==> src/tcoc_regs.svh <==
// register offsets, field positions, reset values and timing counts of the clock output block
// Summary of operation
// - Control-C bit 5 set drives the selected output clock on the pin.
// - After reset the output clock is enabled at the low default rate.
// - Rate field bits 2..0 selects 16 MHz down to 16 kHz, reset 110.
// - Rate code 000 passes the undivided reference straight to the pin.
// - Trim field bits 15..8 sets crystal warp; zero is the fastest.
// - Doze keep bit (control-B bit 9) keeps the clock toggling in doze.
// - Without keep, the clock stops 128 reference cycles after the doze request.
// - Leaving doze restarts the output clock with no software help.
// - Drive field bits 11..10 of pin data-out picks drive, reset 00.
// - A falling edge on the attention input always ends doze.
// - Attention wake sets status bit 10; mask bit 15 raises the request.
// - Reading the interrupt status register clears its pending flags.
`ifndef TCOC_REGS_SVH
`define TCOC_REGS_SVH

`define TCOC_ADDR_W 6
`define TCOC_DATA_W 16
`define TCOC_FRAME_BITS 24
`define TCOC_CMD_BITS 8
`define TCOC_CMD_READ_BIT 7

`define TCOC_OFS_INTERRUPT_MASK 6'h05
`define TCOC_OFS_CONTROL_B 6'h07
`define TCOC_OFS_CONTROL_C 6'h09
`define TCOC_OFS_CLOCK_OUT_CONTROL 6'h0A
`define TCOC_OFS_PIN_DATA_OUT 6'h0C
`define TCOC_OFS_INTERRUPT_STATUS 6'h24

`define TCOC_BIT_CLKO_EN 5
`define TCOC_BIT_DOZE_REQ 1
`define TCOC_BIT_DOZE_KEEP 9
`define TCOC_BIT_ATTN_FLAG 10
`define TCOC_BIT_ATTN_MASK 15
`define TCOC_RATE_LSB 0
`define TCOC_RATE_MSB 2
`define TCOC_TRIM_LSB 8
`define TCOC_TRIM_MSB 15
`define TCOC_DRIVE_LSB 10
`define TCOC_DRIVE_MSB 11

`define TCOC_RST_INTERRUPT_MASK 16'h8000
`define TCOC_RST_CONTROL_B 16'h0000
`define TCOC_RST_CONTROL_C 16'h0020
`define TCOC_RST_CLOCK_OUT_CONTROL 16'h0006
`define TCOC_RST_PIN_DATA_OUT 16'h0000

`define TCOC_DIV_W 10
`define TCOC_DOZE_STOP_REF_CYCLES 128

`endif

==> src/tcoc_pkg.sv <==
// types shared by the clock output block
package tcoc_pkg;

	// serial register port pins, already inside the chip boundary
	typedef struct packed {
		logic ce_n;
		logic sclk;
		logic mosi;
	} tcoc_spi_in_s;

	typedef struct packed {
		logic miso;
		logic miso_oe_n;
	} tcoc_spi_out_s;

	// output clock lifecycle around doze
	typedef enum logic [1:0] {
		CK_RUN,
		CK_WAIT,
		CK_STOP,
		CK_KEEP
	} tcoc_state_e;

endpackage : tcoc_pkg

==> src/tcoc_clock_output.sv <==
// clock output control: serial registers, rate divider, doze stop and attention wake
`timescale 1ns/100ps
`default_nettype none
`include "tcoc_regs.svh"

module tcoc_clock_output #(
	parameter int DIV_W = `TCOC_DIV_W,
	parameter int DOZE_STOP_CYCLES = `TCOC_DOZE_STOP_REF_CYCLES
) (
	input wire logic mclk,
	input wire logic reset_n,
	input wire tcoc_pkg::tcoc_spi_in_s spi_in,
	output tcoc_pkg::tcoc_spi_out_s spi_out,
	input wire logic ref_clk,
	input wire logic attn_n,
	input wire logic timer_compare_wake,
	output logic clko,
	output logic [1:0] clko_drive,
	output logic [7:0] xtal_trim,
	output logic dozing,
	output logic irq_n
);
	import tcoc_pkg::*;

	initial begin
		if (DIV_W < 10) $error("DIV_W must reach the 1024 divide");
		if (DOZE_STOP_CYCLES < 1 || DOZE_STOP_CYCLES > 256) $error("DOZE_STOP_CYCLES out of range");
	end

	////////////////////////////////////////////////////////////////////////////
	// input synchronisation and edges

	logic [4:0] pin_q;
	logic ce_n_q;
	logic sclk_q;
	logic mosi_q;
	logic attn_q;
	logic ref_q;
	logic sclk_d;
	logic attn_d;
	logic ref_d;

	tcoc_sync #(
		.WIDTH(5)
	) u_sync (
		.mclk(mclk),
		.reset_n(reset_n),
		.din({~spi_in.ce_n, spi_in.sclk, spi_in.mosi, ~attn_n, ref_clk}), // low-true pins inverted: reset reads idle
		.dout(pin_q)
	);

	assign ce_n_q = ~pin_q[4];
	assign sclk_q = pin_q[3];
	assign mosi_q = pin_q[2];
	assign attn_q = ~pin_q[1];
	assign ref_q = pin_q[0];

	// previous filtered levels; attention idles high
	always_ff @(posedge mclk or negedge reset_n) begin
		if (!reset_n) begin
			sclk_d <= 1'b0;
			attn_d <= 1'b1;
			ref_d <= 1'b0;
		end else begin
			sclk_d <= sclk_q;
			attn_d <= attn_q;
			ref_d <= ref_q;
		end
	end

	logic sclk_rise;
	logic sclk_fall;
	logic attn_fall;
	logic ref_rise;
	assign sclk_rise = sclk_q & ~sclk_d & ~ce_n_q;
	assign sclk_fall = ~sclk_q & sclk_d & ~ce_n_q;
	assign attn_fall = attn_d & ~attn_q;
	assign ref_rise = ref_q & ~ref_d;

	////////////////////////////////////////////////////////////////////////////
	// serial frame: command byte (read bit 7, address 5..0) then 16 data bits

	logic [4:0] bit_cnt;
	logic [15:0] shift_in;
	logic [15:0] shift_out;
	logic [5:0] frame_addr;
	logic frame_read;
	logic [5:0] cmd_addr;
	logic cmd_read;
	logic cmd_done;
	logic rd_load;
	logic wr_done;
	logic [15:0] wr_data;
	logic [15:0] rd_data;

	assign cmd_addr = {shift_in[4:0], mosi_q};
	assign cmd_read = shift_in[`TCOC_CMD_READ_BIT - 1];
	assign cmd_done = sclk_rise && (bit_cnt == 5'(`TCOC_CMD_BITS - 1));
	assign rd_load = cmd_done && cmd_read;
	assign wr_done = sclk_rise && (bit_cnt == 5'(`TCOC_FRAME_BITS - 1)) && !frame_read;
	assign wr_data = {shift_in[14:0], mosi_q};

	// bit counter, input shifter and latched command; chip enable high aborts the frame
	always_ff @(posedge mclk or negedge reset_n) begin
		if (!reset_n) begin
			bit_cnt <= '0;
			shift_in <= '0;
			frame_addr <= '0;
			frame_read <= 1'b0;
		end else if (ce_n_q) begin
			bit_cnt <= '0;
			frame_read <= 1'b0;
		end else if (sclk_rise && bit_cnt < 5'(`TCOC_FRAME_BITS)) begin
			bit_cnt <= bit_cnt + 5'd1;
			shift_in <= wr_data;
			if (cmd_done) begin
				frame_addr <= cmd_addr;
				frame_read <= cmd_read;
			end
		end
	end

	// output shifter: loaded at the last command edge, shifted on later falling edges
	always_ff @(posedge mclk or negedge reset_n) begin
		if (!reset_n) begin
			shift_out <= '0;
		end else if (rd_load) begin
			shift_out <= rd_data;
		end else if (sclk_fall && frame_read && bit_cnt > 5'(`TCOC_CMD_BITS)) begin
			shift_out <= {shift_out[14:0], 1'b0};
		end
	end

	// data out only driven during the data phase of a read
	assign spi_out.miso = shift_out[15];
	assign spi_out.miso_oe_n = ~(~ce_n_q && frame_read);

	////////////////////////////////////////////////////////////////////////////
	// register file

	logic [15:0] interrupt_mask;
	logic [15:0] control_b;
	logic [15:0] control_c;
	logic [15:0] clock_out_control;
	logic [15:0] pin_data_out;
	logic attn_flag;

	function automatic logic wr_hit(input logic stb, input logic [5:0] a, input logic [5:0] ofs);
		wr_hit = stb && (a == ofs);
	endfunction : wr_hit

	// read mux; unmapped addresses and reserved status bits read zero
	always_comb begin
		case (cmd_addr)
			`TCOC_OFS_INTERRUPT_MASK: rd_data = interrupt_mask;
			`TCOC_OFS_CONTROL_B: rd_data = control_b;
			`TCOC_OFS_CONTROL_C: rd_data = control_c;
			`TCOC_OFS_CLOCK_OUT_CONTROL: rd_data = clock_out_control;
			`TCOC_OFS_PIN_DATA_OUT: rd_data = pin_data_out;
			`TCOC_OFS_INTERRUPT_STATUS: rd_data = 16'(attn_flag) << `TCOC_BIT_ATTN_FLAG;
			default: rd_data = 16'h0000;
		endcase
	end

	logic rd_clr_status;
	logic attn_set;
	logic wake;
	logic doze_req;
	logic doze_keep;
	logic clko_en;
	logic [2:0] rate;
	tcoc_state_e state;

	assign rd_clr_status = wr_hit(rd_load, cmd_addr, `TCOC_OFS_INTERRUPT_STATUS);
	assign doze_req = control_b[`TCOC_BIT_DOZE_REQ];
	assign doze_keep = control_b[`TCOC_BIT_DOZE_KEEP];
	assign clko_en = control_c[`TCOC_BIT_CLKO_EN];
	assign rate = clock_out_control[`TCOC_RATE_MSB:`TCOC_RATE_LSB];

	// attention wake: either wake source ends doze
	assign wake = (state != CK_RUN) && (attn_fall || timer_compare_wake);
	// attention status set only by an attention-caused wake
	assign attn_set = (state != CK_RUN) && attn_fall;

	logic next_attn_flag;
	logic [15:0] next_control_b;
	// read clears status; a simultaneous wake still sets it
	assign next_attn_flag = attn_set || (attn_flag && !rd_clr_status);
	// doze request drops by itself on wake so software need not clear it
	assign next_control_b = wr_hit(wr_done, frame_addr, `TCOC_OFS_CONTROL_B) ? wr_data :
		wake ? (control_b & ~(16'h0001 << `TCOC_BIT_DOZE_REQ)) : control_b;

	// enabled at the default rate out of reset
	always_ff @(posedge mclk or negedge reset_n) begin
		if (!reset_n) begin
			interrupt_mask <= `TCOC_RST_INTERRUPT_MASK;
			control_b <= `TCOC_RST_CONTROL_B;
			control_c <= `TCOC_RST_CONTROL_C;
			clock_out_control <= `TCOC_RST_CLOCK_OUT_CONTROL;
			pin_data_out <= `TCOC_RST_PIN_DATA_OUT;
			attn_flag <= 1'b0;
		end else begin
			if (wr_hit(wr_done, frame_addr, `TCOC_OFS_INTERRUPT_MASK)) interrupt_mask <= wr_data;
			if (wr_hit(wr_done, frame_addr, `TCOC_OFS_CONTROL_C)) control_c <= wr_data;
			if (wr_hit(wr_done, frame_addr, `TCOC_OFS_CLOCK_OUT_CONTROL)) clock_out_control <= wr_data;
			if (wr_hit(wr_done, frame_addr, `TCOC_OFS_PIN_DATA_OUT)) pin_data_out <= wr_data;
			control_b <= next_control_b;
			attn_flag <= next_attn_flag;
		end
	end

	// trim passed to the oscillator warp drive level to the pad
	always_ff @(posedge mclk or negedge reset_n) begin
		if (!reset_n) begin
			xtal_trim <= 8'h00;
			clko_drive <= 2'h0;
			irq_n <= 1'b1;
		end else begin
			xtal_trim <= clock_out_control[`TCOC_TRIM_MSB:`TCOC_TRIM_LSB];
			clko_drive <= pin_data_out[`TCOC_DRIVE_MSB:`TCOC_DRIVE_LSB];
			irq_n <= ~(attn_flag && interrupt_mask[`TCOC_BIT_ATTN_MASK]);
		end
	end

	////////////////////////////////////////////////////////////////////////////
	// doze sequencing

	logic [7:0] doze_cnt;
	logic doze_cnt_last;
	tcoc_state_e next_state;
	assign doze_cnt_last = ref_rise && (doze_cnt == 8'(DOZE_STOP_CYCLES - 1));

	// keep toggling count then stop auto restart
	always_comb begin
		next_state = state;
		case (state)
			CK_RUN: begin
				if (doze_req) next_state = doze_keep ? CK_KEEP : (clko_en ? CK_WAIT : CK_STOP);
			end
			CK_WAIT: begin
				if (wake) next_state = CK_RUN;
				else if (doze_cnt_last) next_state = CK_STOP;
			end
			CK_STOP: begin
				if (wake) next_state = CK_RUN;
			end
			CK_KEEP: begin
				if (wake) next_state = CK_RUN;
			end
			default: next_state = CK_RUN;
		endcase
	end

	// count reference edges only while waiting to stop
	always_ff @(posedge mclk or negedge reset_n) begin
		if (!reset_n) begin
			state <= CK_RUN;
			doze_cnt <= '0;
		end else begin
			state <= next_state;
			doze_cnt <= (state == CK_WAIT) ? doze_cnt + 8'(ref_rise) : 8'h00;
		end
	end

	assign dozing = (state != CK_RUN);

	////////////////////////////////////////////////////////////////////////////
	// rate divider

	// power-of-two divide per code; 110 approximates the low default rate
	function automatic logic [3:0] rate_shift(input logic [2:0] r);
		case (r)
			3'h6: rate_shift = 4'h9;
			3'h7: rate_shift = 4'hA;
			default: rate_shift = {1'b0, r};
		endcase
	endfunction : rate_shift

	logic [DIV_W-1:0] div_cnt;
	logic [3:0] div_sh;
	logic div_sel;
	logic clko_run;
	logic next_clko;

	assign div_sh = rate_shift(rate);
	// code 000 routes the reference level itself
	assign div_sel = (div_sh == 4'h0) ? ref_q : div_cnt[div_sh - 4'h1];
	assign clko_run = (state == CK_RUN) || (state == CK_WAIT) || (state == CK_KEEP);
	// enable gates the pin; a stopped clock freezes at its last level
	assign next_clko = !clko_en ? 1'b0 : (clko_run ? div_sel : clko);

	// divider runs freely on reference edges so restart needs no reload
	always_ff @(posedge mclk or negedge reset_n) begin
		if (!reset_n) begin
			div_cnt <= '0;
			clko <= 1'b0;
		end else begin
			div_cnt <= div_cnt + DIV_W'(ref_rise);
			clko <= next_clko;
		end
	end
endmodule : tcoc_clock_output

`default_nettype wire

==> src/tcoc_sync.sv <==
// three-stage input synchroniser with agreement filter
`timescale 1ns/100ps
`default_nettype none

module tcoc_sync #(
	parameter int WIDTH = 1
) (
	input wire logic mclk,
	input wire logic reset_n,
	input wire logic [WIDTH-1:0] din,
	output logic [WIDTH-1:0] dout
);

	logic [WIDTH-1:0] s1;
	logic [WIDTH-1:0] s2;
	logic [WIDTH-1:0] s3;
	logic [WIDTH-1:0] next_dout;

	initial begin
		if (WIDTH < 1) $error("tcoc_sync needs WIDTH of at least 1");
	end

	// a bit only moves once stages two and three agree, so one glitch sample never counts
	genvar g;
	generate
		for (g = 0; g < WIDTH; g++) begin : g_bit
			assign next_dout[g] = (s2[g] == s3[g]) ? s3[g] : dout[g];
		end
	endgenerate

	// stage one feeds stage two only
	always_ff @(posedge mclk or negedge reset_n) begin
		if (!reset_n) begin
			s1 <= '0;
			s2 <= '0;
			s3 <= '0;
			dout <= '0;
		end else begin
			s1 <= din;
			s2 <= s1;
			s3 <= s2;
			dout <= next_dout;
		end
	end

endmodule : tcoc_sync

`default_nettype wire

==> config.mk <==
export PLATFORM = sky130hd
export DESIGN_NAME = tcoc_clock_output
export DESIGN_NICKNAME = d
export VERILOG_FILES = /design/src/tcoc_pkg.sv /design/src/tcoc_clock_output.sv /design/src/tcoc_sync.sv
export VERILOG_INCLUDE_DIRS = /design/src
export SDC_FILE = /design/constraint.sdc
export NUM_CORES = 1
export LEC_CHECK = 0
export BUFFER_PORTS_ARGS = -buffer_cell sky130_fd_sc_hd__clkbuf_2
export CAP_MARGIN = 20
export CORE_ASPECT_RATIO = 1.1
export CORE_MARGIN = 2
export CORE_UTILIZATION = 55
export CTS_BUF_LIST = sky130_fd_sc_hd__clkbuf_4 sky130_fd_sc_hd__clkbuf_8 sky130_fd_sc_hd__clkbuf_16
export DETAILED_ROUTE_END_ITERATION = 6
export GPL_ROUTABILITY_DRIVEN = 0
export PLACE_DENSITY = 0.72
export SYNTH_ARGS = -nofsm -noshare
export SYNTH_HDL_FRONTEND = slang
export SYNTH_SLANG_ARGS = --single-unit
==> constraint.sdc <==
create_clock -name mclk -period 3.05 [get_ports mclk]
set_input_delay 0.61 -clock mclk [delete_from_list [all_inputs] [get_ports mclk]]
set_output_delay 0.61 -clock mclk [all_outputs]
set_load 0.01 [all_outputs]
==> PnR_summary.wiki <==
{| class="wikitable"
! Metric !! Value
|-
| Post-synthesis sequential element count || 179
|-
| Worst-case setup slack after placement || 0.590 ns
|-
| Critical Path Start Type || flip-flop
|-
| Minimum clock period after layout || 2.44 ns
|-
| Clock Pin Slew Worst Setup and Hold Paths || 0.07 ns
|-
| Area of the core region || 0.0133 mm^2
|-
| Total of endpoints with negative setup slack in the final report || 0
|-
| Upper clock frequency limit || 411 MHz
|-
| Area of the mapped netlist || 0.00758 mm^2
|-
| Share of layout cells above drive strength 1 || 21.7%
|-
| Gate count after technology mapping || 547
|-
| Fraction of post-synthesis cell area in the top cell type by area || 57.1%
|-
| Net count, final || 590
|-
| Sum of net half-perimeters after detailed placement || 9350 um
|-
| Most frequently used flop master after synthesis || sky130_fd_sc_hd__dfrtp_1
|-
| Power density over the cells || 642 mW/mm^2
|-
| Die area || 0.0147 mm^2
|-
| Final core utilization || 64.3%
|-
| Die boundary width || 116 um
|-
| Number of antenna-violating nets in the routed design || 0
|-
| Die extent in y || 127 um
|-
| Average vias per placed instance || 5.80
|-
| Final instance count without filler cells || 773
|-
| Worst clock skew || 0.00799 ns
|-
| Number of max-slew violations in the final report || 0
|-
| H-tree depth || 4
|-
| Largest net degree at the start of global routing || 80
|-
| Resized Gates After CTS || 0
|-
| Static Leakage || 4.13 nW
|-
| Post-Syn Area per Cell || 13.9 um^2
|-
| WL final || 14800 um
|-
| Total number of vias || 4485
|-
| Source-to-sink clock delay at the later pin of the worst-skew pair || 0.44 ns
|-
| Wire length of the first global-routing pass || 24400 um
|-
| Crit path DAT || 2.75 ns
|-
| Cell taking the most area after synthesis || sky130_fd_sc_hd__dfrtp_1
|-
| Post-detailed-route DRC marker count || 0
|-
| TritonCTS clock tree || yes
|-
| Detailed Routing Iterations Pass 1 || 6
|-
| Classification of the worst-slack hold path || in -> async
|-
| Initial detailed-routing violation count || 243
|-
| Status || complete, no violations
|-
| Syn nets || 561
|-
| PnR worst setup slack || 0.614 ns
|-
| TritonCTS Buffers || 17
|-
| Setup Fix Bufs, Post-CTS || 0
|-
| Cell types occupying the most area after synthesis || sky130_fd_sc_hd__dfrtp_1 57%, sky130_fd_sc_hd__mux2_1 11%, sky130_fd_sc_hd__mux2_2 3.6%
|-
| Layout overhead on the synthesized area || 13.1%
|-
| Final clock period utilization by the worst path || 79.9%
|-
| Data required time at the worst endpoint || 3.36 ns
|-
| Initial cell density of the core || 56.9%
|-
| Count of flip-flops with a built-in enable after synthesis || 0
|-
| Endpoint kind of the worst setup timing path || flip-flop
|-
| Endpoints failing hold || 0
|-
| Unrepaired setup endpoints after global routing || no
|-
| FP Rows || 44
|-
| Vias in the first global route || 4664
|-
| Placed Cells || 741
|-
| Total of warnings raised by yosys || 0
|-
| Relative slew slack || 37.0%
|-
| Total overflow reported by the global router || 0
|-
| Number of sinks handled by clock tree synthesis || 179
|-
| Critical path start-end classification || reg -> reg
|-
| Crit path max fanout || 16
|-
| Root Buffer || sky130_fd_sc_hd__clkbuf_16
|-
| Max IR drop VDD || 0.456 mV
|-
| Buffers added on ports || 22
|-
| Hold_buf cts || 0
|-
| Number of distinct library cell variants in the gate-level netlist after synthesis || 58
|-
| Total Negative Setup Slacks || 0 ns
|-
| Antenna Cells || 0
|-
| Slew at the pin closest to its max-slew limit || 0.945 ns
|-
| Count of maximum capacitance violations || 0
|-
| Post-detailed-route wirelength per cell || 19.1 um
|-
| Number of antenna violations at the first check in global routing || 0
|-
| Part of the Yosys area used for sequential elements || 59.2%
|-
| Clock buffer depth || 2
|-
| Post-synth ARST share || 100%
|-
| Overall fraction of global-route tracks in use || 22.0%
|-
| Total I/O pin count || 23
|}
## report_power, final
part	switching, mW	total (mW)	internal [mW]
combinational	0.287	0.485	0.198
clock	0.939	2.32	1.38
sequential	0.196	2.69	2.50
total	1.42	5.50	4.08
## cell usage after synthesis (all sizes together) (3+ instances only)
| library cell | count |
|---|---|
| dfrtp | 173 |
| mux2 | 99 |
| o21ai | 36 |
| mux2i | 19 |
| clkbuf | 17 |
| nor2 | 17 |
| o2bb2ai | 16 |
| a22o | 15 |
| nand2 | 15 |
| a2bb2oi | 14 |
| nand3 | 14 |
| buf | 11 |
| inv | 11 |
| xnor2 | 10 |
| a21oi | 8 |
| nor2b | 7 |
| and3 | 6 |
| dfstp | 6 |
| ha | 6 |
| maj3 | 5 |
| xor2 | 5 |
| nand4 | 4 |
| nand2b | 3 |
| nor3 | 3 |
## final cells by class
cell class / count / area, um^2
Multi-Input combinational cell: 329 / 2920
Sequential cell: 179 / 4490
Timing Repair Buffer: 38 / 262
Clock inverter: 15 / 204
Fill cell: 1013 / 4750
Tap cell: 184 / 230
Inverter: 11 / 41.3
Clock buffer: 17 / 425
## layout by cell type (no fill, tap or decap), drive strengths merged, types with 2 or more instances in the layout
cell type  instances
dfrtp            173
mux2              99
clkbuf            38
o21ai             36
mux2i             19
nor2              17
buf               17
o2bb2ai           16
nand2             15
a22o              15
inv               15
nand3             14
a2bb2oi           14
xnor2             10
a21oi              8
nor2b              7
and3               6
ha                 6
dfstp              6
clkinv             6
xor2               5
maj3               5
bufinv             4
nand4              4
nand2b             3
nor3               3
and4               2
or3                2
mux4               2
nor4b              2
or4b               2
## worst paths after layout
path                         startpoint                end  slack [ns]  depth (start not counted)
max in group asynchronous       reset_n       control_c[5]        2.08                          2
min                             reset_n              ref_d        0.21                          1
min in group mclk             spi_in[1]       u_sync.s1[3]        0.28                          1
max reg2reg                  bit_cnt[0]  interrupt_mask[0]        0.61                          6
min reg2reg                u_sync.s1[0]       u_sync.s2[0]        0.35                          0
max                          bit_cnt[0]  interrupt_mask[0]        0.61                          6
## routing by layer
metal / global-route usage (%) / share of wire [%] / up-vias
li1: - / - / 2044
met1: 30.3 / 47 / 2332
met2: 33.6 / 47 / 79
met3: 5.08 / 3.1 / 30
met4: 9.94 / 2.7 / 0
met5: 0 / 0 / -
## cell families (layout without fill, tap and decap cells)
group | after synthesis | count (layout) | share of synthesized area, %
compound gates | 99 | 99 | 10.5
xor+xnor | 15 | 15 | 1.73
fa+ha+maj | 11 | 11 | 1.65
buf+inv | 39 | 81 | 2.33
flops | 179 | 179 | 59.2
mux | 120 | 120 | 17.8
simple gates | 84 | 84 | 6.77
## state kept, by name, indices dropped and copies added (netlist names), 5 cells and up
signal	cells
pin_data_out	16
xtal_trim	8
u_sync.s1	5
u_sync.s3	5
div_cnt	10
control_b	16
u_sync.dout	5
bit_cnt	5
shift_in	15
doze_cnt	8
control_c	16
frame_addr	6
interrupt_mask	16
clock_out_control	16
u_sync.s2	5
shift_out	16
## through the flow
step / power, mW / area (um^2) / hold slack, ns
4_1_cts: 5.55 / 8570 / 0.243
2_1_floorplan: 3.00 / 7580 / 0.314
3_5_place_dp: 3.23 / 7940 / 0.336
6_report: 5.50 / 8570 / 0.215
3_3_place_gp: 3.20 / 7940 / 0.333
5_1_grt: 5.72 / 8570 / 0.264
## critical path, stage by stage (launching register included)
cell and delay (ns):
sky130_fd_sc_hd__dfrtp_1 0.40, sky130_fd_sc_hd__ha_1 0.20, sky130_fd_sc_hd__and4b_1 0.28, sky130_fd_sc_hd__nand4b_2 0.22
sky130_fd_sc_hd__nor2_1 0.26, sky130_fd_sc_hd__nand3_2 0.47, sky130_fd_sc_hd__mux2_1 0.49
Note: power is estimated with default switching activity, not from simulation.
